<file path="src/core/synth_ctrl_regs.svh">
/*
  Word select codes, field positions, reset values and timing counts of the
  synthesizer control register bank.
  Assumes inclusion once per compile unit by bare name.
*/
`ifndef SYNTH_CTRL_REGS_SVH
`define SYNTH_CTRL_REGS_SVH

// Word select codes in the low four bits
`define SEL_REF_CTRL 4'h4
`define SEL_FIXED_RSVD 4'h5
`define SEL_OUT_BLEED 4'h6
`define SEL_LOCK_SYNC 4'h7
`define SEL_FREQ_INT 4'h0
`define SEL_STATUS 4'hF

// Fixed reserved word value
`define FIXED_RSVD_VALUE 32'h00800025

// Reference and control word fields
`define RC_DIV_RESET 4
`define RC_PUMP_TRI 5
`define RC_POWERDOWN 6
`define RC_POLARITY 7
`define RC_LEVEL 8
`define RC_DBL_BUF 14

// Output and bleed word fields
`define OB_A_PWR_LO 4
`define OB_A_EN 6
`define OB_B_PWR_LO 7
`define OB_B_DIS 9
`define OB_MUTE 11
`define OB_BLEED_LO 13
`define OB_DIV_LO 21
`define OB_FB_SEL 24
`define OB_B_FUND 25
`define OB_NEG_BLEED 29
`define OB_GATED 30
`define OB_BLEED_POL 31

// Lock detect and sync word fields
`define LD_MODE 4
`define LD_WIN_LO 5
`define LD_LOSS_MODE 7
`define LD_CNT_LO 8
`define LD_SYNC_EN 25
`define LD_SYNC_EDGE 27

// Reset values
`define RST_REF_CTRL 32'h00000004
`define RST_OUT_BLEED 32'h14000006
`define RST_LOCK_SYNC 32'h00000007

// Lock windows in tenths of a nanosecond
`define WIN_5NS 8'h32
`define WIN_6NS 8'h3C
`define WIN_8NS 8'h50
`define WIN_12NS 8'h78
`define WIN_2P9NS 8'h1D

`endif

</file>
<file path="src/core/synth_ctrl_pkg.sv">
/*
  Types shared by the synthesizer control register bank.
  Assumes the compile order package before modules.
*/
package synth_ctrl_pkg;
  typedef logic [31:0] word_t;
  typedef enum logic [2:0] {
    LD_IDLE = 3'h1,
    LD_COUNT = 3'h2,
    LD_LOCKED = 3'h4
  } lock_state_e;
endpackage

</file>
<file path="src/core/lock_counter.sv">
/*
  Digital lock detector: counts consecutive in-window comparisons.
  Assumes one comparison result per strobe from the phase detector.
*/
`timescale 1ns/1ns
module lock_counter
  import synth_ctrl_pkg::*;
#(
  parameter int CNT_W = 12
) (
  input wire logic clk_i,
  input wire logic rst_n_i,
  input wire logic clear_i,
  input wire logic cmp_i,
  input wire logic in_window_i,
  input wire logic [CNT_W-1:0] need_i,
  input wire logic ref_lost_i,
  input wire logic loss_mode_i,
  output logic locked_o
);
  lock_state_e state_q;
  logic [CNT_W-1:0] cnt_q;

  always_ff @(posedge clk_i or negedge rst_n_i) begin
    if (!rst_n_i) begin
      state_q <= LD_IDLE;
      cnt_q <= '0;
    end else if (clear_i || (loss_mode_i && ref_lost_i)) begin
      state_q <= LD_IDLE;
      cnt_q <= '0;
    end else if (cmp_i) begin
      case (state_q)
        LD_IDLE: begin
          cnt_q <= in_window_i ? CNT_W'(1) : '0;
          if (in_window_i) state_q <= LD_COUNT;
        end
        LD_COUNT: begin
          if (!in_window_i) begin
            state_q <= LD_IDLE;
            cnt_q <= '0;
          end else if (cnt_q + CNT_W'(1) >= need_i) begin
            state_q <= LD_LOCKED;
          end else begin
            cnt_q <= cnt_q + CNT_W'(1);
          end
        end
        LD_LOCKED: begin
          if (!in_window_i) begin
            state_q <= LD_IDLE;
            cnt_q <= '0;
          end
        end
        default: begin
          state_q <= LD_IDLE;
          cnt_q <= '0;
        end
      endcase
    end
  end

  assign locked_o = (state_q == LD_LOCKED);
endmodule // lock_counter

</file>
<file path="src/core/pin_sync.sv">
/*
  Three-stage synchroniser for one pin; output changes once stages two and three agree.
  Assumes a free-running clock and the synchronised reset.
*/
`timescale 1ns/1ns
module pin_sync (
  input wire logic clk_i,
  input wire logic nrst_i,
  input wire logic pin_i,
  output logic level_o
);
  logic s1_q;
  logic s2_q;
  logic s3_q;

  always_ff @(posedge clk_i or negedge nrst_i) begin
    if (!nrst_i) begin
      s1_q <= 1'b0;
      s2_q <= 1'b0;
      s3_q <= 1'b0;
      level_o <= 1'b0;
    end else begin
      s1_q <= pin_i;
      s2_q <= s1_q;
      s3_q <= s2_q;
      if (s2_q == s3_q) begin
        level_o <= s3_q;
      end
    end
  end
endmodule // pin_sync

</file>
<file path="src/core/synth_ctrl_bank.sv">
/*
  Control register bank of a fractional-N synthesizer: words 4 to 7, plus
  status read-back, output divider double buffering, lock detect and load sync.
  Assumes a host on the plain register port and a reference clock pin.
*/
// The register offsets and strobed register access were left to the implementer.
// What this block does
// RULE1 - Status pin level select: 0 means 1.8 V, 1 means 3.3 V.
// RULE2 - Detector polarity bit: 1 positive, 0 negative.
// RULE3 - Power-down bit enters power-down; contents stay.
// RULE4 - Power-down holds counters, stops oscillator, tristates pump, clears lock, mutes outputs.
// RULE5 - Pump tristate bit puts charge pump in high impedance.
// RULE6 - Divider reset bit holds both dividers and band select in reset.
// RULE7 - Host writes fixed reserved word exactly as given.
// RULE8 - Select 0110 loads output/bleed word, 0111 loads lock word.
// RULE9 - Gated bleed keeps bleed off until lock.
// RULE10 - Negative bleed bit enables constant negative bleed.
// RULE11 - Host writes reserved output word bits as documented.
// RULE12 - Output B carries fundamental when set, else duplicates A.
// RULE13 - Feedback select: 1 oscillator direct, 0 divider output.
// RULE14 - Divider field waits for word 0 when double buffering on.
// RULE15 - Eight-bit bleed magnitude, polarity bit selects sign.
// RULE16 - Mute until locked removes output stage supply until lock.
// RULE17 - Output B disabled by 1, output A enabled by 1.
// RULE18 - Two-bit power level fields for outputs B and A.
// RULE19 - Load sync aligns load strobe to chosen reference edge.
// RULE20 - Lock asserts after selected consecutive in-window cycles.
// RULE21 - Loss-of-lock mode detects reference removal.
// RULE22 - Lock window 5, 6, 8, 12 ns, or 2.9 ns fixed.
// RULE23 - Select 0100 loads the reference and control word.
// RULE24 - Double buffer enable bit in reference and control word.
// RULE25 - 32-bit words, low four bits select target, latched on load.
`timescale 1ns/1ns
`include "synth_ctrl_regs.svh"
module synth_ctrl_bank
  import synth_ctrl_pkg::*;
#(
  parameter int LOSS_TIMEOUT = 64,
  parameter int CNT_W = 12
) (
  // Clock and reset
  input wire logic core_clk_i,
  input wire logic nrst_i,
  // Register port
  input wire logic [3:0] addr_i,
  input wire logic [31:0] wdata_i,
  input wire logic wr_i,
  input wire logic rd_i,
  output logic [31:0] rdata_o,
  // Reference and detector
  input wire logic ref_clk_i,
  input wire logic cmp_i,
  input wire logic in_window_i,
  // Analog controls
  output logic status_level_3v3_o,
  output logic detector_polarity_o,
  output logic vco_enable_o,
  output logic pump_tristate_o,
  output logic divider_reset_o,
  output logic bleed_enable_o,
  output logic bleed_polarity_o,
  output logic [7:0] bleed_magnitude_o,
  output logic negative_bleed_o,
  output logic out_b_fundamental_o,
  output logic feedback_direct_o,
  output logic [2:0] output_divider_o,
  output logic out_a_on_o,
  output logic out_b_on_o,
  output logic [1:0] out_a_power_level_o,
  output logic [1:0] out_b_power_level_o,
  output logic [7:0] lock_window_width_o,
  output logic lock_detect_o,
  output logic load_strobe_o
);
  logic rst1_q;
  logic rst_n;
  word_t ref_ctrl_q;
  word_t fixed_q;
  word_t out_bleed_q;
  word_t lock_sync_q;
  logic [2:0] div_active_q;
  logic ref_lvl;
  logic ref_lvl_q;
  logic locked;
  logic ref_lost_q;
  logic [7:0] ref_idle_q;
  logic pend_q;
  logic ld_pulse;
  logic [CNT_W-1:0] need;

  function automatic logic hit(input logic [3:0] a, input logic [3:0] code);
    return a == code;
  endfunction

  always_ff @(posedge core_clk_i or negedge nrst_i) begin
    if (!nrst_i) begin
      rst1_q <= 1'b0;
      rst_n <= 1'b0;
    end else begin
      rst1_q <= 1'b1;
      rst_n <= rst1_q;
    end
  end

  pin_sync ref_sync (
    .clk_i(core_clk_i),
    .nrst_i(rst_n),
    .pin_i(ref_clk_i),
    .level_o(ref_lvl)
  );

  // Word loading; low nibble picks the target, power-down keeps loading
  always_ff @(posedge core_clk_i or negedge rst_n) begin
    if (!rst_n) begin
      ref_ctrl_q <= `RST_REF_CTRL;
      fixed_q <= `FIXED_RSVD_VALUE;
      out_bleed_q <= `RST_OUT_BLEED;
      lock_sync_q <= `RST_LOCK_SYNC;
    end else if (wr_i) begin // RULE25 RULE4 RULE3
      if (hit(wdata_i[3:0], `SEL_REF_CTRL)) ref_ctrl_q <= wdata_i; // RULE23
      if (hit(wdata_i[3:0], `SEL_FIXED_RSVD)) fixed_q <= wdata_i; // RULE7
      if (hit(wdata_i[3:0], `SEL_OUT_BLEED)) out_bleed_q <= wdata_i; // RULE8
      if (hit(wdata_i[3:0], `SEL_LOCK_SYNC)) lock_sync_q <= wdata_i; // RULE8
    end
  end

  // Divider field: immediate, or held until the next word 0
  always_ff @(posedge core_clk_i or negedge rst_n) begin
    if (!rst_n) begin
      div_active_q <= 3'h0;
    end else if (wr_i && hit(wdata_i[3:0], `SEL_OUT_BLEED) && !ref_ctrl_q[`RC_DBL_BUF]) begin // RULE14 RULE24
      div_active_q <= wdata_i[`OB_DIV_LO+:3];
    end else if (wr_i && hit(wdata_i[3:0], `SEL_FREQ_INT) && ref_ctrl_q[`RC_DBL_BUF]) begin // RULE14
      div_active_q <= out_bleed_q[`OB_DIV_LO+:3];
    end
  end

  // Reference edge seen on either polarity; no edges for a while means lost
  always_ff @(posedge core_clk_i or negedge rst_n) begin
    if (!rst_n) begin
      ref_lvl_q <= 1'b0;
      ref_idle_q <= 8'h00;
      ref_lost_q <= 1'b0;
    end else begin
      ref_lvl_q <= ref_lvl;
      if (ref_lvl != ref_lvl_q) begin
        ref_idle_q <= 8'h00;
        ref_lost_q <= 1'b0;
      end else if (ref_idle_q >= 8'(LOSS_TIMEOUT)) begin
        ref_lost_q <= 1'b1; // RULE21
      end else begin
        ref_idle_q <= ref_idle_q + 8'h01;
      end
    end
  end

  // Load strobe: direct, or delayed to the selected reference edge
  always_ff @(posedge core_clk_i or negedge rst_n) begin
    if (!rst_n) begin
      pend_q <= 1'b0;
    end else if (wr_i && lock_sync_q[`LD_SYNC_EN]) begin
      // Set wins: a write in the strobe cycle still waits for its own edge
      pend_q <= 1'b1; // RULE19
    end else if (ld_pulse) begin
      pend_q <= 1'b0;
    end
  end

  always_comb begin
    if (lock_sync_q[`LD_SYNC_EN]) begin // RULE19
      ld_pulse = pend_q && (lock_sync_q[`LD_SYNC_EDGE] ? (!ref_lvl && ref_lvl_q) : (ref_lvl && !ref_lvl_q));
    end else begin
      ld_pulse = wr_i;
    end
  end

  // Required count per two-bit field
  always_comb begin
    case (lock_sync_q[`LD_CNT_LO+:2]) // RULE20
      2'h0: need = CNT_W'(1024);
      2'h1: need = CNT_W'(2048);
      2'h2: need = CNT_W'(4096 - 1);
      default: need = CNT_W'(4096 - 1);
    endcase
  end

  lock_counter #(
    .CNT_W(CNT_W)
  ) lock_det (
    .clk_i(core_clk_i),
    .rst_n_i(rst_n),
    .clear_i(ref_ctrl_q[`RC_POWERDOWN]), // RULE4
    .cmp_i(cmp_i),
    .in_window_i(in_window_i),
    .need_i(need),
    .ref_lost_i(ref_lost_q),
    .loss_mode_i(lock_sync_q[`LD_LOSS_MODE]), // RULE21
    .locked_o(locked)
  );

  // Analog control outputs, all registered
  always_ff @(posedge core_clk_i or negedge rst_n) begin
    if (!rst_n) begin
      status_level_3v3_o <= 1'b0;
      detector_polarity_o <= 1'b0;
      vco_enable_o <= 1'b0;
      pump_tristate_o <= 1'b1;
      divider_reset_o <= 1'b1;
      bleed_enable_o <= 1'b0;
      bleed_polarity_o <= 1'b0;
      bleed_magnitude_o <= 8'h00;
      negative_bleed_o <= 1'b0;
      out_b_fundamental_o <= 1'b0;
      feedback_direct_o <= 1'b0;
      output_divider_o <= 3'h0;
      out_a_on_o <= 1'b0;
      out_b_on_o <= 1'b0;
      out_a_power_level_o <= 2'h0;
      out_b_power_level_o <= 2'h0;
      lock_window_width_o <= `WIN_5NS;
      lock_detect_o <= 1'b0;
      load_strobe_o <= 1'b0;
    end else begin
      status_level_3v3_o <= ref_ctrl_q[`RC_LEVEL]; // RULE1
      detector_polarity_o <= ref_ctrl_q[`RC_POLARITY]; // RULE2
      vco_enable_o <= !ref_ctrl_q[`RC_POWERDOWN]; // RULE4
      pump_tristate_o <= ref_ctrl_q[`RC_PUMP_TRI] || ref_ctrl_q[`RC_POWERDOWN]; // RULE5 RULE4
      divider_reset_o <= ref_ctrl_q[`RC_DIV_RESET] || ref_ctrl_q[`RC_POWERDOWN]; // RULE6 RULE4
      bleed_enable_o <= !out_bleed_q[`OB_GATED] || locked; // RULE9
      bleed_polarity_o <= out_bleed_q[`OB_BLEED_POL]; // RULE15
      bleed_magnitude_o <= out_bleed_q[`OB_BLEED_LO+:8]; // RULE15
      negative_bleed_o <= out_bleed_q[`OB_NEG_BLEED]; // RULE10
      out_b_fundamental_o <= out_bleed_q[`OB_B_FUND]; // RULE12
      feedback_direct_o <= out_bleed_q[`OB_FB_SEL]; // RULE13
      output_divider_o <= div_active_q;
      out_a_on_o <= out_bleed_q[`OB_A_EN] && !ref_ctrl_q[`RC_POWERDOWN]
        && (!out_bleed_q[`OB_MUTE] || locked); // RULE17 RULE16 RULE4
      out_b_on_o <= !out_bleed_q[`OB_B_DIS] && !ref_ctrl_q[`RC_POWERDOWN]
        && (!out_bleed_q[`OB_MUTE] || locked); // RULE17 RULE16 RULE4
      out_a_power_level_o <= out_bleed_q[`OB_A_PWR_LO+:2]; // RULE18
      out_b_power_level_o <= out_bleed_q[`OB_B_PWR_LO+:2]; // RULE18
      if (lock_sync_q[`LD_MODE]) begin // RULE22
        lock_window_width_o <= `WIN_2P9NS;
      end else begin
        case (lock_sync_q[`LD_WIN_LO+:2])
          2'h0: lock_window_width_o <= `WIN_5NS;
          2'h1: lock_window_width_o <= `WIN_6NS;
          2'h2: lock_window_width_o <= `WIN_8NS;
          default: lock_window_width_o <= `WIN_12NS;
        endcase
      end
      lock_detect_o <= locked;
      load_strobe_o <= ld_pulse;
    end
  end

  // Read-back by select nibble; status word on the spare code
  always_ff @(posedge core_clk_i or negedge rst_n) begin
    if (!rst_n) begin
      rdata_o <= 32'h00000000;
    end else if (rd_i) begin
      case (addr_i)
        `SEL_REF_CTRL: rdata_o <= ref_ctrl_q;
        `SEL_FIXED_RSVD: rdata_o <= fixed_q;
        `SEL_OUT_BLEED: rdata_o <= out_bleed_q;
        `SEL_LOCK_SYNC: rdata_o <= lock_sync_q;
        `SEL_STATUS: rdata_o <= {26'h0, ref_lost_q, div_active_q, pend_q, locked};
        default: rdata_o <= 32'h00000000;
      endcase
    end else begin
      rdata_o <= 32'h00000000;
    end
  end
endmodule // synth_ctrl_bank

</file>
<file path="config.mk">
export PLATFORM = sky130hd
export DESIGN_NAME = synth_ctrl_bank
export DESIGN_NICKNAME = d
export VERILOG_FILES = /design/src/core/synth_ctrl_pkg.sv /design/src/core/lock_counter.sv /design/src/core/pin_sync.sv /design/src/core/synth_ctrl_bank.sv
export VERILOG_INCLUDE_DIRS = /design/src /design/src/core
export SDC_FILE = /design/constraint.sdc
export NUM_CORES = 1
export LEC_CHECK = 0
export BUFFER_PORTS_ARGS = -buffer_cell sky130_fd_sc_hd__buf_2
export CAP_MARGIN = 20
export CORE_MARGIN = 2
export CORE_UTILIZATION = 40
export DETAILED_ROUTE_END_ITERATION = 12
export GPL_TIMING_DRIVEN = 1
export PLACE_DENSITY = 0.66
export REMOVE_ABC_BUFFERS = 1
export SLEW_MARGIN = 10
export SYNTH_ARGS = -nofsm -noshare
export SYNTH_HDL_FRONTEND = slang
export SYNTH_SLANG_ARGS = --single-unit
</file>
<file path="constraint.sdc">
create_clock -name core_clk_i -period 6.2 [get_ports core_clk_i]
set_input_delay 0.62 -clock core_clk_i [delete_from_list [all_inputs] [get_ports core_clk_i]]
set_output_delay 0.62 -clock core_clk_i [all_outputs]
set_load 0.05 [all_outputs]
</file>
After elaboration in Yosys (flattened, before gate mapping)
Cells that the tools add are included.
Operators by class
  $add $sub $neg: 2
  $lt $le $gt $ge: 2
  equality and inequality tests: 22
  mux-type cells: 29
  reduce and logical (&&, ||, !) cells: 38
Operators by type and width (count)
  32-bit one-hot mux with 5 select lines: 1
  12-bit two-way mux: 5
  12-bit one-hot mux with 3 select lines: 1
  4-bit by 3-bit equality test with 1-bit output, second input constant: 8
  32-bit two-way mux: 1
  3-bit two-way mux: 8
  12-bit one-hot mux with 2 select lines: 1
  7-bit one-hot mux with 3 select lines: 1
  8-bit two-way mux: 2
  1-bit logical AND: 13
  12-bit by 1-bit adder with 12-bit output, second input constant: 1
  12-bit greater-or-equal comparator: 1
  3-bit one-hot mux with 3 select lines: 1
  8-bit by 1-bit adder with 8-bit output, second input constant: 1
  8-bit by 7-bit greater-or-equal comparator with 1-bit output, second input constant: 1
  2-bit AND reduction: 4
  2-bit nonzero test: 4
  1-bit zero test: 7
  1-bit two-way mux: 7
  7-bit two-way mux: 1
  3-bit by 2-bit != test with 1-bit output, second input constant: 2
  1-bit logical OR: 5
  2-bit by 1-bit equality test with 1-bit output, second input constant: 2
  4-bit equality test, second input constant: 1
  other kinds (13): 14
Word-level totals
  bits in registers: 232
  input bits: 43
  output and inout port bits: 69
  logic and storage cells: 130

Longest topological paths before layout
  word-level depth: 8
  mapped depth: 12
  depth with buffers taken out: 11

Hierarchy
Synthesis repeated with hierarchy kept, for this count alone.
Unflattened totals
  cell total of the unflattened synthesis: 764
  area, all modules: 9952.0 sq um
By module, submodules not included
  synth_ctrl_bank: instances 1, cells an instance 602, area an instance 8480.6 sq um, sequential area each 5300.1 sq um
  lock_counter: instances 1, cells an instance 157, area an instance 1360.1 sq um, sequential area each 376.6 sq um
  pin_sync: instances 1, cells an instance 5, area an instance 111.4 sq um, sequential area each 100.1 sq um

Worst setup path after synthesis
OpenSTA, ideal clock, no wires.
  path kind: register to register
  start point: reg lock_det.cnt_q[0]
  end point: reg lock_det.cnt_q[0]
  setup time: 0.125 ns
  arrival: 2.581 ns
  required time: 6.075 ns
  slack: 3.494 ns
  stages on the path, launching flop included: 12
  path buffers: 0
  period minus slack after synthesis: 2.706 ns
  cell sequence: dfrtp_1 > ha_1 > nand3_1 > nor2_1 > nor2b_1 > or2_1 > ha_1 > nand2_2 > o21ai_0 > a21oi_4 > o211ai_4 > mux2_4
Between the ends
  word-level cells in the longest chain between the ends: 6
  elaborated cells between the ends (all ways): 9
  classes of those cells: add/sub (1); order compare (1); eq/ne (1); mux (5); reduce/logical (1)
Ends and longest elaborated chain
  start: declaration: RTL line lock_counter.sv:22  | logic [CNT_W-1:0] cnt_q;
  start signal: assignment: RTL line lock_counter.sv:34  | cnt_q <= in_window_i ? CNT_W'(1) : '0;
  start signal: assignment: RTL line lock_counter.sv:44  | cnt_q <= cnt_q + CNT_W'(1);
  12-bit by 1-bit adder with 12-bit output *: RTL line lock_counter.sv:41, lock_counter.sv:44
  branches (longest 5 deep; another with 12-bit greater-or-equal comparator)
Every way passes the cells marked *. The select of a mux whose other input is x is not followed.
A chain may end at the register's enable or synchronous reset.

Worst setup path after layout
  start point: reg lock_det.cnt_q[0]
  end point: reg lock_det.cnt_q[1]
Same word-level chain as after synthesis.

==> out/metrics.csv <==
stage;metric;value;unit
power_and_ir_drop;p_seq_frac;0.451;
global_routing;grt_pass1_wl;33.80;mm
sta;rsz0062_at_grt;false;
layout;regArea;5781;um^2
floorplanning;initial_core_util;0.4091;
yosys;ys_async_sr_fraction;1.000;
yosys;yosys.area_share.simple;0.09286;
yosys;synth_flop_cell;dfrtp_1;
placement;pre_cts_ws;3.173;ns
yosys;synth_compound_area_frac;0.05971;
worst_setup_path;path_cells;ha_1, nand3_1, nor2_1, nand3_1, xnor2_1, ha_1, a21oi_1, a21oi_1, a31oi_4, and2_1, a32o_1;
sta;worst_slew_pin_slew;0.9513;ns
cts;htreeDepth;1;
layout;nNetsFinal;855;
cts;cts_tree;done;
global_routing;grt-ovfl-total;0;
worst_setup_path;crit_path_start_kind;register;
global_routing;grt_max_degree;82;
placement;dp.cells;1085;
sta;maxSlewHeadroom;0.3658;
cts;numCtsBuffers;26;
sta;fmaxAchievable;326.7;MHz
floorplanning;die-area;25410;um^2
worst_setup_path;crit_required;6.65;ns
global_routing;grt_pass1_vias;6194;
worst_setup_path;critPathMaxStageDelay;0.44;ns
power_and_ir_drop;power.density;373.9;nW/um^2
floorplanning;coreArea;23610;um^2
yosys;yosysSeqAreaShare;0.5980;
drt;via_count;5814;
yosys;synth_cell_types;64;
sta;period_share;0.4937;
sta;setup_tns;0;ns
yosys;synthAdderAreaFrac;0.02176;
layout;area_growth;19.32;%
run_status;status;finished, final reports clean;
global_routing;grt_use_total;0.1644;
drt;via_per_inst;5.122;
power_and_ir_drop;clkPwrFrac;0.377;
yosys;synthXorXnorAreaFrac;0.01269;
placement;hpwl;12.87;mm
drt;drt_iter0_drc;330;
layout;finalCoreUtilization;0.4882;
yosys;synth_top_family_by_area;multiplexers;
layout;multi_input_area;3706;um^2
worst_setup_path;endpoint_kind;register;
power_and_ir_drop;p_sw;0.001220;W
drt;antenna_left;0;
yosys;syn-cell-area;9661;um^2
yosys;synthMuxAreaShare;0.1934;
global_routing;antenna_found_initial;1;
placement;io_buffers;109;
drt;drt-total-wl;20.65;mm
sta;hold_viol;0;
drt;post_drt_wl_per_cell;18.19;um
layout;n_fill_cell;2084;
sta;setup_viol;0;
cts;clockRootBuffer;clkbuf_16;
power_and_ir_drop;vdd_drop_max;0.2033;mV
cts;clock_latency;0.52;ns
cts;cts_setup_buffers;0;
floorplanning;die_w;159.4;um
worst_setup_path;path_buf_inv;0;
yosys;synth_top_area_share;0.5517;
power_and_ir_drop;p_int;0.003090;W
sta;fin_worst_skew;0.008475;ns
yosys;yosysTopAreaCell;dfrtp_1;
power_and_ir_drop;switching_share;0.2831;
yosys;synth_area_leaders;dfrtp_1 (55%), mux2_1 (13%), mux4_2 (5.6%), dfstp_2 (4.6%), ha_1 (2.1%);
worst_hold_path;min-delay-path-class;in2reg;
yosys;synthCells;678;
layout;drive_gt1_frac;0.2810;
run;maxCapViolCount;0;
drt;drc;0;
cts;path_clk_slew;0.06;ns
power_and_ir_drop;power.static_leakage;5.447;nW
cts;cts.sinks;230;
worst_setup_path;crit_slowest_cell;dfrtp_1;
yosys;ys_seq_elements;230;
sta;drv_slew;0;
yosys;synth_edf_count;0;
yosys;ys.warnings.count;0;
floorplanning;rows;56;
yosys;syn_area_per_cell;14.25;um^2
power_and_ir_drop;p_comb_frac;0.172;
worst_setup_path;arrival;3.51;ns
layout;instances_no_fill;1135;
sta;min_period;3.061;ns
sta;fin_ws;3.139;ns
floorplanning;io_pins;112;
cts;cts.path.max_buffers;3;
worst_setup_path;critPathMaxFanout;9;
floorplanning;die_h;159.4;um
worst_setup_path;crit_family;simple AND/OR/NAND/NOR gates;
worst_setup_path;critPathKind;reg2reg;
placement;gp_congestion;0.8089;
sta;whs;0.2126;ns
drt;drt_pass1_iterations;4;
[layer usage]
metal	up-vias	global-route usage	share of wire
li1	2678	-	-
met1	2970	0.2385	0.47
met2	133	0.2526	0.45
met3	31	0.03829	0.058
met4	2	0.03760	0.019
met5	-	0	0.00034
[sequential cells by signal, indices dropped and copies added (netlist names), 6 cells and up]
signal	cells
lock_det.cnt_q	12
ref_idle_q	8
rdata_o	32
lock_window_width_o	6
ref_ctrl_q	32
fixed_q	32
out_bleed_q	32
bleed_magnitude_o	8
lock_sync_q	32
[power groups by stage]
stage / Clock (W) / Sequential, W / Combinational [W]
3_3_place_gp: 0 / 0.00197 / 0.000730
6_report: 0.00162 / 0.00195 / 0.000741
2_1_floorplan: 0 / 0.00216 / 0.000326
4_1_cts: 0.00167 / 0.00195 / 0.000750
5_1_grt: 0.00173 / 0.00198 / 0.000803
3_5_place_dp: 0 / 0.00197 / 0.000747
[logic make-up after synthesis]
logic type | after synthesis
adder cells (fa/ha/maj) | 17
multiplexers | 142
buffers and inverters | 45
AND/OR/NAND/NOR | 155
XOR/XNOR | 14
AO/OA/AOI/OAI | 73
other | 2
flip-flops | 230
[final timing paths]
path                                                 end  slack [ns]                     startpoint  cells after the start
min reg2reg                      ref_sync.s2_q$_DFF_PN0_        0.35        ref_sync.s1_q$_DFF_PN0_                      0
max in group asynchronous    out_bleed_q[28]$_DFFE_PN1P_        4.50                rst_n$_DFF_PN0_                      2
min                              ref_sync.s1_q$_DFF_PN0_        0.21                      ref_clk_i                      1
max reg2reg                lock_det.cnt_q[1]$_DFFE_PN0P_        3.14  lock_det.cnt_q[0]$_DFFE_PN0P_                     11
min in group asynchronous                rst_n$_DFF_PN0_        0.42                         nrst_i                      2
max                        lock_det.cnt_q[1]$_DFFE_PN0P_        3.14  lock_det.cnt_q[0]$_DFFE_PN0P_                     11
[cell usage after synthesis, drive strengths merged, types with 4 or more instances]
library cell	number
mux2i	4
inv	14
nor3	5
nand3	7
dfrtp	213
and2	16
a31oi	10
mux4	24
xor2	4
dfstp	17
and3	28
nor2b	13
clkbuf	12
nand2b	11
buf	19
xnor2	10
nor2	17
ha	16
or2	8
a32o	7
mux2	114
o21ai	10
nor3b	5
nand2	32
a21oi	14
nand4	8
a22oi	13
[stage by stage]
stage	power (W)	cell area (um^2)
finish	0.004311	11530
global route	0.004513	11520
CTS	0.004365	11500
detailed placement	0.002719	10550
global placement	0.002696	10550
floorplan	0.002489	9515
[what timing repair did]
| item | 4_1_cts | 5_1_grt |
|---|---|---|
| resized for setup | 0 | 0 |
| hold endpoints to repair | 2 | 0 |
| hold buffers | 1 | 0 |
| endpoints found under the setup margin | 0 | 0 |
[cells in the final DEF (no fill, tap or decap), drive strengths merged, types with 13 or more instances in the layout]
master,instances
nor2,17
a22oi,13
and2,16
and3,28
buf,119
inv,15
mux2,114
mux4,24
dfstp,17
nand2,32
ha,16
a21oi,14
nor2b,13
clkbuf,38
dfrtp,213
[area by class of cell]
type / instances / area share
Antenna cell: 1 / 0.0002171
Clock buffer: 38 / 0.07001
Clock inverter: 9 / 0.01118
Inverter: 14 / 0.004559
Multi-Input combinational cell: 404 / 0.3215
Sequential cell: 230 / 0.5015
Tap cell: 319 / 0.03463
Timing Repair Buffer: 120 / 0.05644
Note: power is estimated with default switching activity, not from simulation.
